## config.mk

```make
export PLATFORM = sky130hd
export DESIGN_NAME = flash_seq_host
export DESIGN_NICKNAME = d
export VERILOG_FILES = /design/src/hdl/flash_seq_host_unused_guard.v /design/src/hdl/flash_seq_host.v /design/src/hdl/flash_bus_cycle.v
export VERILOG_INCLUDE_DIRS = /design/src /design/src/hdl
export SDC_FILE = /design/constraint.sdc
export NUM_CORES = 1
export LEC_CHECK = 0
export BUFFER_PORTS_ARGS = -buffer_cell sky130_fd_sc_hd__buf_2
export CAP_MARGIN = 20
export CORE_MARGIN = 3
export CORE_UTILIZATION = 33
export CTS_CLUSTER_DIAMETER = 60
export DETAILED_ROUTE_END_ITERATION = 12
export MAX_ROUTING_LAYER = met4
export PLACE_DENSITY = 0.56
export SETUP_SLACK_MARGIN = 0.15
export SLEW_MARGIN = 5
export SYNTH_ARGS = -nofsm -noshare
export SYNTH_HDL_FRONTEND = slang
export SYNTH_SLANG_ARGS = --single-unit
```

## constraint.sdc

```tcl
create_clock -name pclk -period 5 [get_ports pclk]
set_input_delay 0.75 -clock pclk [delete_from_list [all_inputs] [get_ports pclk]]
set_output_delay 0.75 -clock pclk [all_outputs]
set_load 0.05 [all_outputs]
```

## src/hdl/flash_seq_defines.vh

```
// constants shared by the flash sequencer host: register map, fields, commands, timing
`ifndef FLASH_SEQ_DEFINES_VH
`define FLASH_SEQ_DEFINES_VH

// register byte offsets
`define REG_CMD 8'h00
`define REG_CONFIG 8'h04
`define REG_ADDR 8'h08
`define REG_DATA 8'h0C
`define REG_STATUS 8'h10

// config fields
`define CFG_BYTE_MODE 0
`define CFG_ACCEL 1
`define CFG_HW_RESET 2
`define CFG_RESET_VALUE 3'h0

// status fields
`define ST_BUSY 0
`define ST_DONE 1
`define ST_ERROR 2
`define ST_BYPASS 3
`define ST_SECURED 4
`define ST_READY_PIN 5
`define ST_WINDOW 6
`define ST_RDATA_LSB 16

// operation codes written to the command register
`define OP_READ 4'h0
`define OP_RESET 4'h1
`define OP_PROGRAM 4'h2
`define OP_CHIP_ERASE 4'h3
`define OP_SECTOR_ERASE 4'h4
`define OP_ADD_SECTOR 4'h5
`define OP_ENTER_SECURED 4'h6
`define OP_EXIT_SECURED 4'h7
`define OP_BYPASS_ENTER 4'h8
`define OP_BYPASS_PROGRAM 4'h9
`define OP_BYPASS_EXIT 4'hA

// flash command bytes
`define FL_UNLOCK1 8'hAA
`define FL_UNLOCK2 8'h55
`define FL_RESET 8'hF0
`define FL_PROGRAM 8'hA0
`define FL_ERASE_SETUP 8'h80
`define FL_CHIP_ERASE 8'h10
`define FL_SECTOR_ERASE 8'h30
`define FL_ENTER_SECURED 8'h88
`define FL_EXIT_SECURED 8'h90
`define FL_BYPASS 8'h20
`define FL_BYPASS_RESET1 8'h90
`define FL_ZERO 8'h00

// unlock addresses, word and byte mode
`define FL_ADDR1_WORD 22'h000555
`define FL_ADDR2_WORD 22'h0002AA
`define FL_ADDR1_BYTE 22'h000AAA
`define FL_ADDR2_BYTE 22'h000555

// timing
`define PCLK_NS 10
`define ADDR_SETUP_NS 20
`define WE_PULSE_NS 50
`define WE_HOLD_NS 30
`define READ_ACCESS_NS 90
`define ADDR_SETUP_CYC (((`ADDR_SETUP_NS) + (`PCLK_NS) - 1) / (`PCLK_NS))
`define WE_PULSE_CYC (((`WE_PULSE_NS) + (`PCLK_NS) - 1) / (`PCLK_NS))
`define WE_HOLD_CYC (((`WE_HOLD_NS) + (`PCLK_NS) - 1) / (`PCLK_NS))
`define READ_ACCESS_CYC (((`READ_ACCESS_NS) + (`PCLK_NS) - 1) / (`PCLK_NS))
`define ERASE_WINDOW_NS 50000
`define ERASE_WINDOW_CYC ((`ERASE_WINDOW_NS) / (`PCLK_NS))
`define BUSY_SETTLE_NS 200
`define BUSY_SETTLE_CYC (((`BUSY_SETTLE_NS) + (`PCLK_NS) - 1) / (`PCLK_NS))

`endif

```

## src/hdl/flash_seq_host_unused_guard.v

```verilog
// holds no logic: the sequencer lives in flash_seq_host.v and flash_bus_cycle.v

```

## src/hdl/flash_seq_host.v

```verilog
// host-side command sequencer for a parallel NOR flash, controlled over APB
// Functional notes
// - enter secured region with three writes; leave it with four writes.
// - normal program is two unlocks, program set-up, then address with data.
// - unlock bypass entry is two unlocks then command 20h.
// - bypass program is A0h then address and data, repeatable.
// - leave bypass with writes of 90h then 00h; device returns to read.
// - chip erase is two unlocks, set-up, two unlocks, chip erase command.
// - sector erase is two unlocks, set-up, two unlocks, sector address with 30h.
// - host spaces added sector erase writes less than 50 us apart.
//
// The APB interface to the registers and the placing of the registers were decided locally.
`timescale 1ns/1ps
`include "flash_seq_defines.vh"

module flash_seq_host #(
  parameter [15:0] WINDOW_CYC = `ERASE_WINDOW_CYC
) (
  // clock and reset
  input wire pclk,
  input wire presetn,
  // apb slave
  input wire psel,
  input wire penable,
  input wire pwrite,
  input wire [7:0] paddr,
  input wire [31:0] pwdata,
  output reg [31:0] prdata,
  output wire pready,
  output wire pslverr,
  // flash pins
  output wire [21:0] flash_addr,
  output wire [15:0] flash_dq_out,
  output wire flash_dq_oe,
  input wire [15:0] flash_dq_in,
  output wire flash_ce_n,
  output wire flash_we_n,
  output wire flash_oe_n,
  output reg flash_byte_n,
  output reg flash_reset_n,
  output reg accel_high_voltage,
  input wire ready_busy_n
);
  localparam S_IDLE = 3'h0;
  localparam S_ISSUE = 3'h1;
  localparam S_WAIT = 3'h2;
  localparam S_SETTLE = 3'h3;
  localparam S_POLL = 3'h4;
  localparam S_WINDOW = 3'h5;
  localparam A_UNLOCK1 = 2'h0;
  localparam A_UNLOCK2 = 2'h1;
  localparam A_USER = 2'h2;
  localparam A_NONE = 2'h3;

  reg [2:0] state;
  reg [3:0] op;
  reg [2:0] step;
  reg [15:0] cnt;
  reg cyc_start;
  reg [2:0] cfg;
  reg [21:0] user_addr;
  reg [15:0] user_data;
  reg [15:0] read_data;
  reg done_flag;
  reg error_flag;
  reg bypass;
  reg secured;
  reg rb1;
  reg rb2;
  reg rb3;
  reg rb_stable;
  wire cyc_done;
  wire [15:0] cyc_rdata;
  wire [10:0] entry;
  wire [21:0] entry_addr;
  wire [15:0] entry_data;

  // number of bus cycles in each operation
  function [2:0] seq_len;
    input [3:0] code;
    begin
      case (code)
        `OP_READ: seq_len = 3'h1;
        `OP_RESET: seq_len = 3'h1;
        `OP_PROGRAM: seq_len = 3'h4;
        `OP_CHIP_ERASE: seq_len = 3'h6;
        `OP_SECTOR_ERASE: seq_len = 3'h6;
        `OP_ADD_SECTOR: seq_len = 3'h1;
        `OP_ENTER_SECURED: seq_len = 3'h3;
        `OP_EXIT_SECURED: seq_len = 3'h4;
        `OP_BYPASS_ENTER: seq_len = 3'h3;
        default: seq_len = 3'h2;
      endcase
    end
  endfunction

  // one cycle of an operation: {use user data, address select, command byte}
  function [10:0] seq_entry;
    input [3:0] code;
    input [2:0] idx;
    begin
      seq_entry = {1'b0, A_NONE, `FL_RESET};
      case (code)
        `OP_READ: seq_entry = {1'b0, A_USER, `FL_ZERO};
        `OP_RESET: seq_entry = {1'b0, A_NONE, `FL_RESET};
        `OP_ADD_SECTOR: seq_entry = {1'b0, A_USER, `FL_SECTOR_ERASE};
        `OP_BYPASS_PROGRAM: seq_entry = (idx == 3'h0) ? {1'b0, A_NONE, `FL_PROGRAM} : {1'b1, A_USER, `FL_ZERO};
        `OP_BYPASS_EXIT: seq_entry = (idx == 3'h0) ? {1'b0, A_NONE, `FL_BYPASS_RESET1} : {1'b0, A_NONE, `FL_ZERO};
        default: begin
          // every other operation opens with the unlock pair
          case (idx)
            3'h0: seq_entry = {1'b0, A_UNLOCK1, `FL_UNLOCK1};
            3'h1: seq_entry = {1'b0, A_UNLOCK2, `FL_UNLOCK2};
            3'h2: begin
              case (code)
                `OP_PROGRAM: seq_entry = {1'b0, A_UNLOCK1, `FL_PROGRAM};
                `OP_ENTER_SECURED: seq_entry = {1'b0, A_UNLOCK1, `FL_ENTER_SECURED};
                `OP_EXIT_SECURED: seq_entry = {1'b0, A_UNLOCK1, `FL_EXIT_SECURED};
                `OP_BYPASS_ENTER: seq_entry = {1'b0, A_UNLOCK1, `FL_BYPASS};
                default: seq_entry = {1'b0, A_UNLOCK1, `FL_ERASE_SETUP};
              endcase
            end
            3'h3: begin
              if (code == `OP_PROGRAM) begin
                seq_entry = {1'b1, A_USER, `FL_ZERO};
              end else if (code == `OP_EXIT_SECURED) begin
                seq_entry = {1'b0, A_NONE, `FL_ZERO};
              end else begin
                seq_entry = {1'b0, A_UNLOCK1, `FL_UNLOCK1};
              end
            end
            3'h4: seq_entry = {1'b0, A_UNLOCK2, `FL_UNLOCK2};
            default: begin
              if (code == `OP_CHIP_ERASE) begin
                seq_entry = {1'b0, A_UNLOCK1, `FL_CHIP_ERASE};
              end else begin
                seq_entry = {1'b0, A_USER, `FL_SECTOR_ERASE};
              end
            end
          endcase
        end
      endcase
    end
  endfunction

  // whether an operation may start now; the host never writes out of order
  function cmd_allowed;
    input [3:0] code;
    input in_bypass;
    input [2:0] cur_state;
    begin
      if (cur_state == S_WINDOW) begin
        cmd_allowed = (code == `OP_ADD_SECTOR);
      end else if (cur_state != S_IDLE) begin
        cmd_allowed = 1'b0;
      end else if (in_bypass) begin
        cmd_allowed = (code == `OP_BYPASS_PROGRAM) || (code == `OP_BYPASS_EXIT) || (code == `OP_READ);
      end else begin
        cmd_allowed = (code != `OP_BYPASS_PROGRAM) && (code != `OP_BYPASS_EXIT) && (code != `OP_ADD_SECTOR) &&
                      (code <= `OP_BYPASS_EXIT);
      end
    end
  endfunction

  assign entry = seq_entry(op, step);
  assign entry_addr = (entry[9:8] == A_USER) ? user_addr :
                      (entry[9:8] == A_UNLOCK1) ? (cfg[`CFG_BYTE_MODE] ? `FL_ADDR1_BYTE : `FL_ADDR1_WORD) :
                      (entry[9:8] == A_UNLOCK2) ? (cfg[`CFG_BYTE_MODE] ? `FL_ADDR2_BYTE : `FL_ADDR2_WORD) :
                      22'h000000;
  // in byte mode only the low lane carries data
  assign entry_data = entry[10] ? (cfg[`CFG_BYTE_MODE] ? {8'h00, user_data[7:0]} : user_data) : {8'h00, entry[7:0]};

  assign pready = 1'b1;
  assign pslverr = psel && penable && (paddr != `REG_CMD) && (paddr != `REG_CONFIG) && (paddr != `REG_ADDR) &&
                   (paddr != `REG_DATA) && (paddr != `REG_STATUS);

  wire apb_write = psel && penable && pwrite;
  wire cmd_write = apb_write && (paddr == `REG_CMD);
  wire cmd_ok = cmd_allowed(pwdata[3:0], bypass, state) && !cfg[`CFG_HW_RESET];
  wire last_step = (step == seq_len(op) - 3'h1);

  // three-flop path for ready/busy, acted on once the last two agree
  always @(posedge pclk or negedge presetn) begin
    if (!presetn) begin
      rb1 <= 1'b1;
      rb2 <= 1'b1;
      rb3 <= 1'b1;
      rb_stable <= 1'b1;
    end else begin
      rb1 <= ready_busy_n;
      rb2 <= rb1;
      rb3 <= rb2;
      if (rb2 == rb3) begin
        rb_stable <= rb3;
      end
    end
  end

  always @(posedge pclk or negedge presetn) begin
    if (!presetn) begin
      prdata <= 32'h00000000;
    end else if (psel && !penable && !pwrite) begin
      case (paddr)
        `REG_CONFIG: prdata <= {29'h00000000, cfg};
        `REG_ADDR: prdata <= {10'h000, user_addr};
        `REG_DATA: prdata <= {16'h0000, user_data};
        `REG_STATUS: prdata <= {read_data, 9'h000, state == S_WINDOW, rb_stable, secured, bypass,
                                error_flag, done_flag, state != S_IDLE};
        default: prdata <= 32'h00000000;
      endcase
    end
  end

  always @(posedge pclk or negedge presetn) begin
    if (!presetn) begin
      cfg <= `CFG_RESET_VALUE;
      user_addr <= 22'h000000;
      user_data <= 16'h0000;
      flash_byte_n <= 1'b1;
      flash_reset_n <= 1'b1;
      accel_high_voltage <= 1'b0;
    end else begin
      if (apb_write && paddr == `REG_CONFIG) begin
        cfg <= pwdata[2:0];
      end
      if (apb_write && paddr == `REG_ADDR) begin
        user_addr <= pwdata[21:0];
      end
      if (apb_write && paddr == `REG_DATA) begin
        user_data <= pwdata[15:0];
      end
      flash_byte_n <= ~cfg[`CFG_BYTE_MODE];
      flash_reset_n <= ~cfg[`CFG_HW_RESET];
      // high voltage only while bypass programming is possible
      accel_high_voltage <= cfg[`CFG_ACCEL] && !cfg[`CFG_HW_RESET];
    end
  end

  always @(posedge pclk or negedge presetn) begin
    if (!presetn) begin
      state <= S_IDLE;
      op <= `OP_READ;
      step <= 3'h0;
      cnt <= 16'h0000;
      cyc_start <= 1'b0;
      read_data <= 16'h0000;
      done_flag <= 1'b0;
      error_flag <= 1'b0;
      bypass <= 1'b0;
      secured <= 1'b0;
    end else begin
      cyc_start <= 1'b0;
      // software clears by writing ones; a same-cycle set still wins
      if (apb_write && paddr == `REG_STATUS) begin
        if (pwdata[`ST_DONE]) begin
          done_flag <= 1'b0;
        end
        if (pwdata[`ST_ERROR]) begin
          error_flag <= 1'b0;
        end
      end
      if (cmd_write && !cmd_ok) begin
        error_flag <= 1'b1;
      end
      if (cfg[`CFG_HW_RESET]) begin
        // the device drops back to read mode, so our view of it does too
        state <= S_IDLE;
        step <= 3'h0;
        bypass <= 1'b0;
        secured <= 1'b0;
      end else begin
        if (cfg[`CFG_ACCEL]) begin
          bypass <= 1'b1;
        end
        case (state)
          S_IDLE: begin
            if (cmd_write && cmd_ok) begin
              op <= pwdata[3:0];
              step <= 3'h0;
              state <= S_ISSUE;
            end
          end
          S_ISSUE: begin
            cyc_start <= 1'b1;
            state <= S_WAIT;
          end
          S_WAIT: begin
            if (cyc_done) begin
              cnt <= 16'h0000;
              if (!last_step) begin
                step <= step + 3'h1;
                state <= S_ISSUE;
              end else begin
                state <= S_IDLE;
                done_flag <= 1'b1;
                case (op)
                  `OP_READ: read_data <= cyc_rdata;
                  `OP_ENTER_SECURED: secured <= 1'b1;
                  `OP_EXIT_SECURED: secured <= 1'b0;
                  `OP_BYPASS_ENTER: bypass <= 1'b1;
                  `OP_BYPASS_EXIT: bypass <= cfg[`CFG_ACCEL];
                  `OP_PROGRAM, `OP_CHIP_ERASE, `OP_BYPASS_PROGRAM: begin
                    done_flag <= 1'b0;
                    state <= S_SETTLE;
                  end
                  `OP_SECTOR_ERASE, `OP_ADD_SECTOR: begin
                    done_flag <= 1'b0;
                    state <= S_WINDOW;
                  end
                  default: state <= S_IDLE;
                endcase
              end
            end
          end
          S_WINDOW: begin
            // each added sector restarts the gap so writes stay under the window
            if (cmd_write && cmd_ok) begin
              op <= `OP_ADD_SECTOR;
              step <= 3'h0;
              state <= S_ISSUE;
            end else if (cnt >= WINDOW_CYC - 16'h0001) begin
              cnt <= 16'h0000;
              state <= S_SETTLE;
            end else begin
              cnt <= cnt + 16'h0001;
            end
          end
          S_SETTLE: begin
            // give the device time to pull ready/busy low before polling
            if (cnt >= `BUSY_SETTLE_CYC - 1) begin
              state <= S_POLL;
            end else begin
              cnt <= cnt + 16'h0001;
            end
          end
          S_POLL: begin
            if (rb_stable) begin
              done_flag <= 1'b1;
              state <= S_IDLE;
            end
          end
          default: state <= S_IDLE;
        endcase
      end
    end
  end

  // zeros written over ones are left to the device; no read-modify-write here
  flash_bus_cycle u_cycle (
    .pclk(pclk),
    .presetn(presetn),
    .start(cyc_start),
    .write(op != `OP_READ),
    .addr(entry_addr),
    .wdata(entry_data),
    .done(cyc_done),
    .rdata(cyc_rdata),
    .flash_addr(flash_addr),
    .flash_dq_out(flash_dq_out),
    .flash_dq_oe(flash_dq_oe),
    .flash_dq_in(flash_dq_in),
    .flash_ce_n(flash_ce_n),
    .flash_we_n(flash_we_n),
    .flash_oe_n(flash_oe_n)
  );
endmodule

```

## src/hdl/flash_bus_cycle.v

```verilog
// one asynchronous flash bus cycle, write or read, with timed strobes
`timescale 1ns/1ps
`include "flash_seq_defines.vh"

module flash_bus_cycle (
  // clock and reset
  input wire pclk,
  input wire presetn,
  // request from the sequencer
  input wire start,
  input wire write,
  input wire [21:0] addr,
  input wire [15:0] wdata,
  output reg done,
  output reg [15:0] rdata,
  // flash pins
  output reg [21:0] flash_addr,
  output reg [15:0] flash_dq_out,
  output reg flash_dq_oe,
  input wire [15:0] flash_dq_in,
  output reg flash_ce_n,
  output reg flash_we_n,
  output reg flash_oe_n
);
  localparam E_IDLE = 3'h0;
  localparam E_SETUP = 3'h1;
  localparam E_STROBE = 3'h2;
  localparam E_HOLD = 3'h3;
  localparam E_SAMPLE = 3'h4;

  reg [2:0] state;
  reg [3:0] cnt;
  reg is_write;
  reg [15:0] dq1;
  reg [15:0] dq2;
  reg [15:0] dq3;

  // three-flop path for the data pins
  always @(posedge pclk or negedge presetn) begin
    if (!presetn) begin
      dq1 <= 16'h0000;
      dq2 <= 16'h0000;
      dq3 <= 16'h0000;
    end else begin
      dq1 <= flash_dq_in;
      dq2 <= dq1;
      dq3 <= dq2;
    end
  end

  always @(posedge pclk or negedge presetn) begin
    if (!presetn) begin
      state <= E_IDLE;
      cnt <= 4'h0;
      is_write <= 1'b0;
      done <= 1'b0;
      rdata <= 16'h0000;
      flash_addr <= 22'h000000;
      flash_dq_out <= 16'h0000;
      flash_dq_oe <= 1'b0;
      flash_ce_n <= 1'b1;
      flash_we_n <= 1'b1;
      flash_oe_n <= 1'b1;
    end else begin
      done <= 1'b0;
      case (state)
        E_IDLE: begin
          if (start) begin
            is_write <= write;
            flash_addr <= addr;
            flash_dq_out <= wdata;
            flash_dq_oe <= write;
            flash_ce_n <= 1'b0;
            cnt <= 4'h0;
            state <= E_SETUP;
          end
        end
        E_SETUP: begin
          // address is stable before the later falling strobe
          if (cnt == `ADDR_SETUP_CYC - 1) begin
            cnt <= 4'h0;
            flash_we_n <= ~is_write;
            flash_oe_n <= is_write;
            state <= E_STROBE;
          end else begin
            cnt <= cnt + 4'h1;
          end
        end
        E_STROBE: begin
          if (is_write && cnt == `WE_PULSE_CYC - 1) begin
            // write strobe rises first, so it latches the data
            flash_we_n <= 1'b1;
            cnt <= 4'h0;
            state <= E_HOLD;
          end else if (!is_write && cnt == `READ_ACCESS_CYC + 2) begin
            state <= E_SAMPLE;
          end else begin
            cnt <= cnt + 4'h1;
          end
        end
        E_HOLD: begin
          if (cnt == `WE_HOLD_CYC - 1) begin
            flash_ce_n <= 1'b1;
            flash_dq_oe <= 1'b0;
            done <= 1'b1;
            state <= E_IDLE;
          end else begin
            cnt <= cnt + 4'h1;
          end
        end
        E_SAMPLE: begin
          // take the data only once two synchronised samples agree
          if (dq2 == dq3) begin
            rdata <= dq3;
            flash_oe_n <= 1'b1;
            flash_ce_n <= 1'b1;
            done <= 1'b1;
            state <= E_IDLE;
          end
        end
        default: begin
          state <= E_IDLE;
        end
      endcase
    end
  end
endmodule

```

==> results.md <==
* Ys Warns at 0
* H-tree depth at 1
* Post-route ant nets at 0
* Die area at ~35000 µm²
* Post-Synthesis Mean Instance Area at between 10 and 15 µm²
* Util after Layout at around two fifths
* Worst path slowest cell: nand4_2
* Clock root buffer: clkbuf_16
* GRT Util Overall at about 16%
* Leak pwr at approximately 6.0 nW
* Die Span X at approximately 190 µm
* Core area at between 30000 and 40000 µm²
* Number of global-route vias before repair at 7692
* VDD IR max at roughly 0.26 mV
* Relative slew slack at about 25%
* Clk_lat worst skew at 550 ps
* Routed len/inst at around 18 µm
* Vias per cell at 5.06
* CTS Buffer Depth at 3
* Post-CTS Hold Buffers at 0
* Crit Path Max Fanout at 16
* Port bufs at approximately 130
* Final hold vios at 0
* Post-synth EDFFs at 0
* Storage cell area at roughly 6100 µm²
* Post-CTS Setup Bufs at 0
* CP cell instances: inv_1 -> ha_1 -> nand2_1 -> a21oi_1 -> a21oi_1 -> ha_1 -> xnor2_1 -> xnor2_1 -> nor3_2 -> nand4_2 -> mux2_2
* Max-slew violations at 0
* Fin Setup TNS at 0 ps
* Actual slew at the worst max-slew pin at 1120 ps
* # clock sinks at 242
* Synth unique cells at 79
* Mapped Cells at approximately 1000
* WS Path Type: reg -> reg
* CP peak stage delay at 690 ps
* Mapped Nets at between 1000 and 1500
* Synth Register Bits at 242
* Total grt overflow at 0
* Cts repair resizes at 0
* Vias post-DR at approximately 7900
* Worst reg-to-reg setup slack at 1320 ps
* Final setup fails at 0
* Layout cells sized above 1 at about a quarter
* Final worst clock skew at around 21 ps
* Num CTS Buffers at 29
* Ports at approximately 140
* Synthesized cell area at between 10000 and 15000 µm²
* CP endpoint kind: flip-flop
* Worst slack at placement at 1320 ps
* DP HPWL at roughly 19000 µm
* Fin crit share at 73.5%
* First-pass GRT wire length at approximately 44000 µm
* Initial DRC Count at ~540
* Worst Slack Setup Final at approximately 1300 ps
* NumNets Final at roughly 1200
* Main synth FF type: dfrtp_1
* Drt drc at 0
* RSZ-0062 raised after global routing: no
* Row count at 65
* RePlAce Congestion at approximately 0.9
* Final worst path period need at roughly 3700 ps
* Largest net degree at the start of global routing at 116
* CTS clock-pin slew for the worst setup and hold paths at 60 ps
* Highest clock rate at 272 MHz
* Multi-input logic area at roughly 4300 µm²
* FILL cells at around 3100
* Initial core utilization at approximately a third
* Die Y at between 150 and 200 µm
* Post-synthesis sequential area ratio at 56.6%
* P per Cell Area at 475 nW/µm²
* Total wire length at 27600 µm
* Worst Hold Class: in -> async
* Crit path arrival time at ~4100 ps
* CP startpoint kind: flip-flop
* Pwr Total at 0.00607 W
* Synth async-reset ratio at 100%
* Max-cap violations at 0
* Initial antenna violation count at 3
* CP required at roughly 5400 ps
* CTS tree: done
* First-pass iteration count of the detailed router at 5
* Status: finished, final reports clean
* P&R area growth vs syn at 19.2%
## area by class of cell
| cell class | instances | area share (%) |
|---|---|---|
| diodes | 4 | 0.0783 |
| well taps | 435 | 4.26 |
| flip-flops and latches | 242 | 47.5 |
| clock buffers | 39 | 6.52 |
| inverters | 26 | 0.763 |
| repair buffers | 139 | 5.79 |
| clock inverters | 14 | 1.18 |
| multi-input cells | 663 | 33.9 |
## worst max-delay path, delay by kind of cell, from the launching register on
family,cells,cell delay [ps]
flops,1,430
compound gates,2,250
simple gates,3,1280
fa+ha+maj,2,640
mux,1,500
buf+inv,1,100
xor+xnor,2,340
## cells by family (layout without fill, tap and decap cells)
| logic type | after synthesis | count (layout) | synth area share [%] |
|---|---|---|---|
| adder cells (fa/ha/maj) | 16 | 16 | 1.84 |
| flip-flops | 242 | 242 | 56.6 |
| XOR/XNOR | 20 | 20 | 1.63 |
| buffers and inverters | 83 | 218 | 3.13 |
| AND/OR/NAND/NOR | 311 | 311 | 14.3 |
| other | 1 | 5 | 0.0350 |
| multiplexers | 78 | 78 | 8.11 |
| AO/OA/AOI/OAI | 237 | 237 | 14.4 |
## cell usage after synthesis (12+ instances only)
| library cell | n | area, µm² |
|---|---|---|
| nor2b_1 | 12 | 75.1 |
| nand3_1 | 29 | 145 |
| inv_1 | 26 | 97.6 |
| nor3_1 | 17 | 85.1 |
| a22o_1 | 12 | 105 |
| a21oi_1 | 58 | 290 |
| nand2b_1 | 12 | 75.1 |
| ha_1 | 15 | 188 |
| nor4_1 | 12 | 75.1 |
| o21ai_0 | 59 | 295 |
| mux2_2 | 71 | 800 |
| nor2_1 | 55 | 206 |
| nand2_1 | 121 | 454 |
| clkbuf_1 | 37 | 139 |
| a22oi_1 | 17 | 128 |
| dfrtp_1 | 233 | 5830 |
| xnor2_1 | 19 | 166 |
## power by group
part           internal, W  switching, W
Sequential         0.00216      0.000223
Clock              0.00128      0.000845
Combinational     0.000503       0.00105
## state kept, by name, summed over array words and instances (netlist names), 3 cells and up
register and count:
prdata 32, u_cycle.flash_addr 22, user_addr 22, cnt 16, read_data 16, u_cycle.dq1 16
u_cycle.dq2 16, u_cycle.dq3 16, u_cycle.flash_dq_out 16, u_cycle.rdata 16, user_data 16, op 4
u_cycle.cnt 4, cfg 3, state 3, step 3, u_cycle.state 3
## layer usage
layer  vias to the layer above  share of wire (%)  GRT usage (%)  routed length [µm]
met4                         0                1.6           3.49                 449
met3                        36                6.1           3.25                1690
met1                      3864                 49           23.6               13500
met2                       215                 43           23.3               11900
li1                       3793                  -              -                   -
met5                         -                  0              -                   0
## metrics by stage
stage	hold slack (ps)	cell area [µm²]	std cells
finish	283	12800	1562
global placement	334	11800	1504
floorplan	331	10700	988
detailed placement	335	11800	1504
CTS	291	12800	1557
global route	292	12800	1561
## layout by cell type (no fill, tap or decap), types with 17 or more instances in the layout
master     instances
a21oi_1           58
a22oi_1           17
buf_2            129
clkbuf_16         29
dfrtp_1          233
inv_1             26
mux2_2            71
nand2_1          121
nand3_1           28
nor2_1            55
o21ai_0           59
xnor2_1           19
## final timing paths
path | start | endpoint | cells after the start
min in group pclk | flash_dq_in[4] | u_cycle.dq1[4] | 1
worst max-delay path | op[1] | read_data[11] | 11
worst max register to register | op[1] | read_data[11] | 11
worst min-delay path | presetn | prdata[15] | 1
max in group asynchronous | presetn | rb1 | 2
worst min register to register | u_cycle.dq1[10] | u_cycle.dq2[10] | 0
Note: power is estimated with default switching activity, not from simulation.
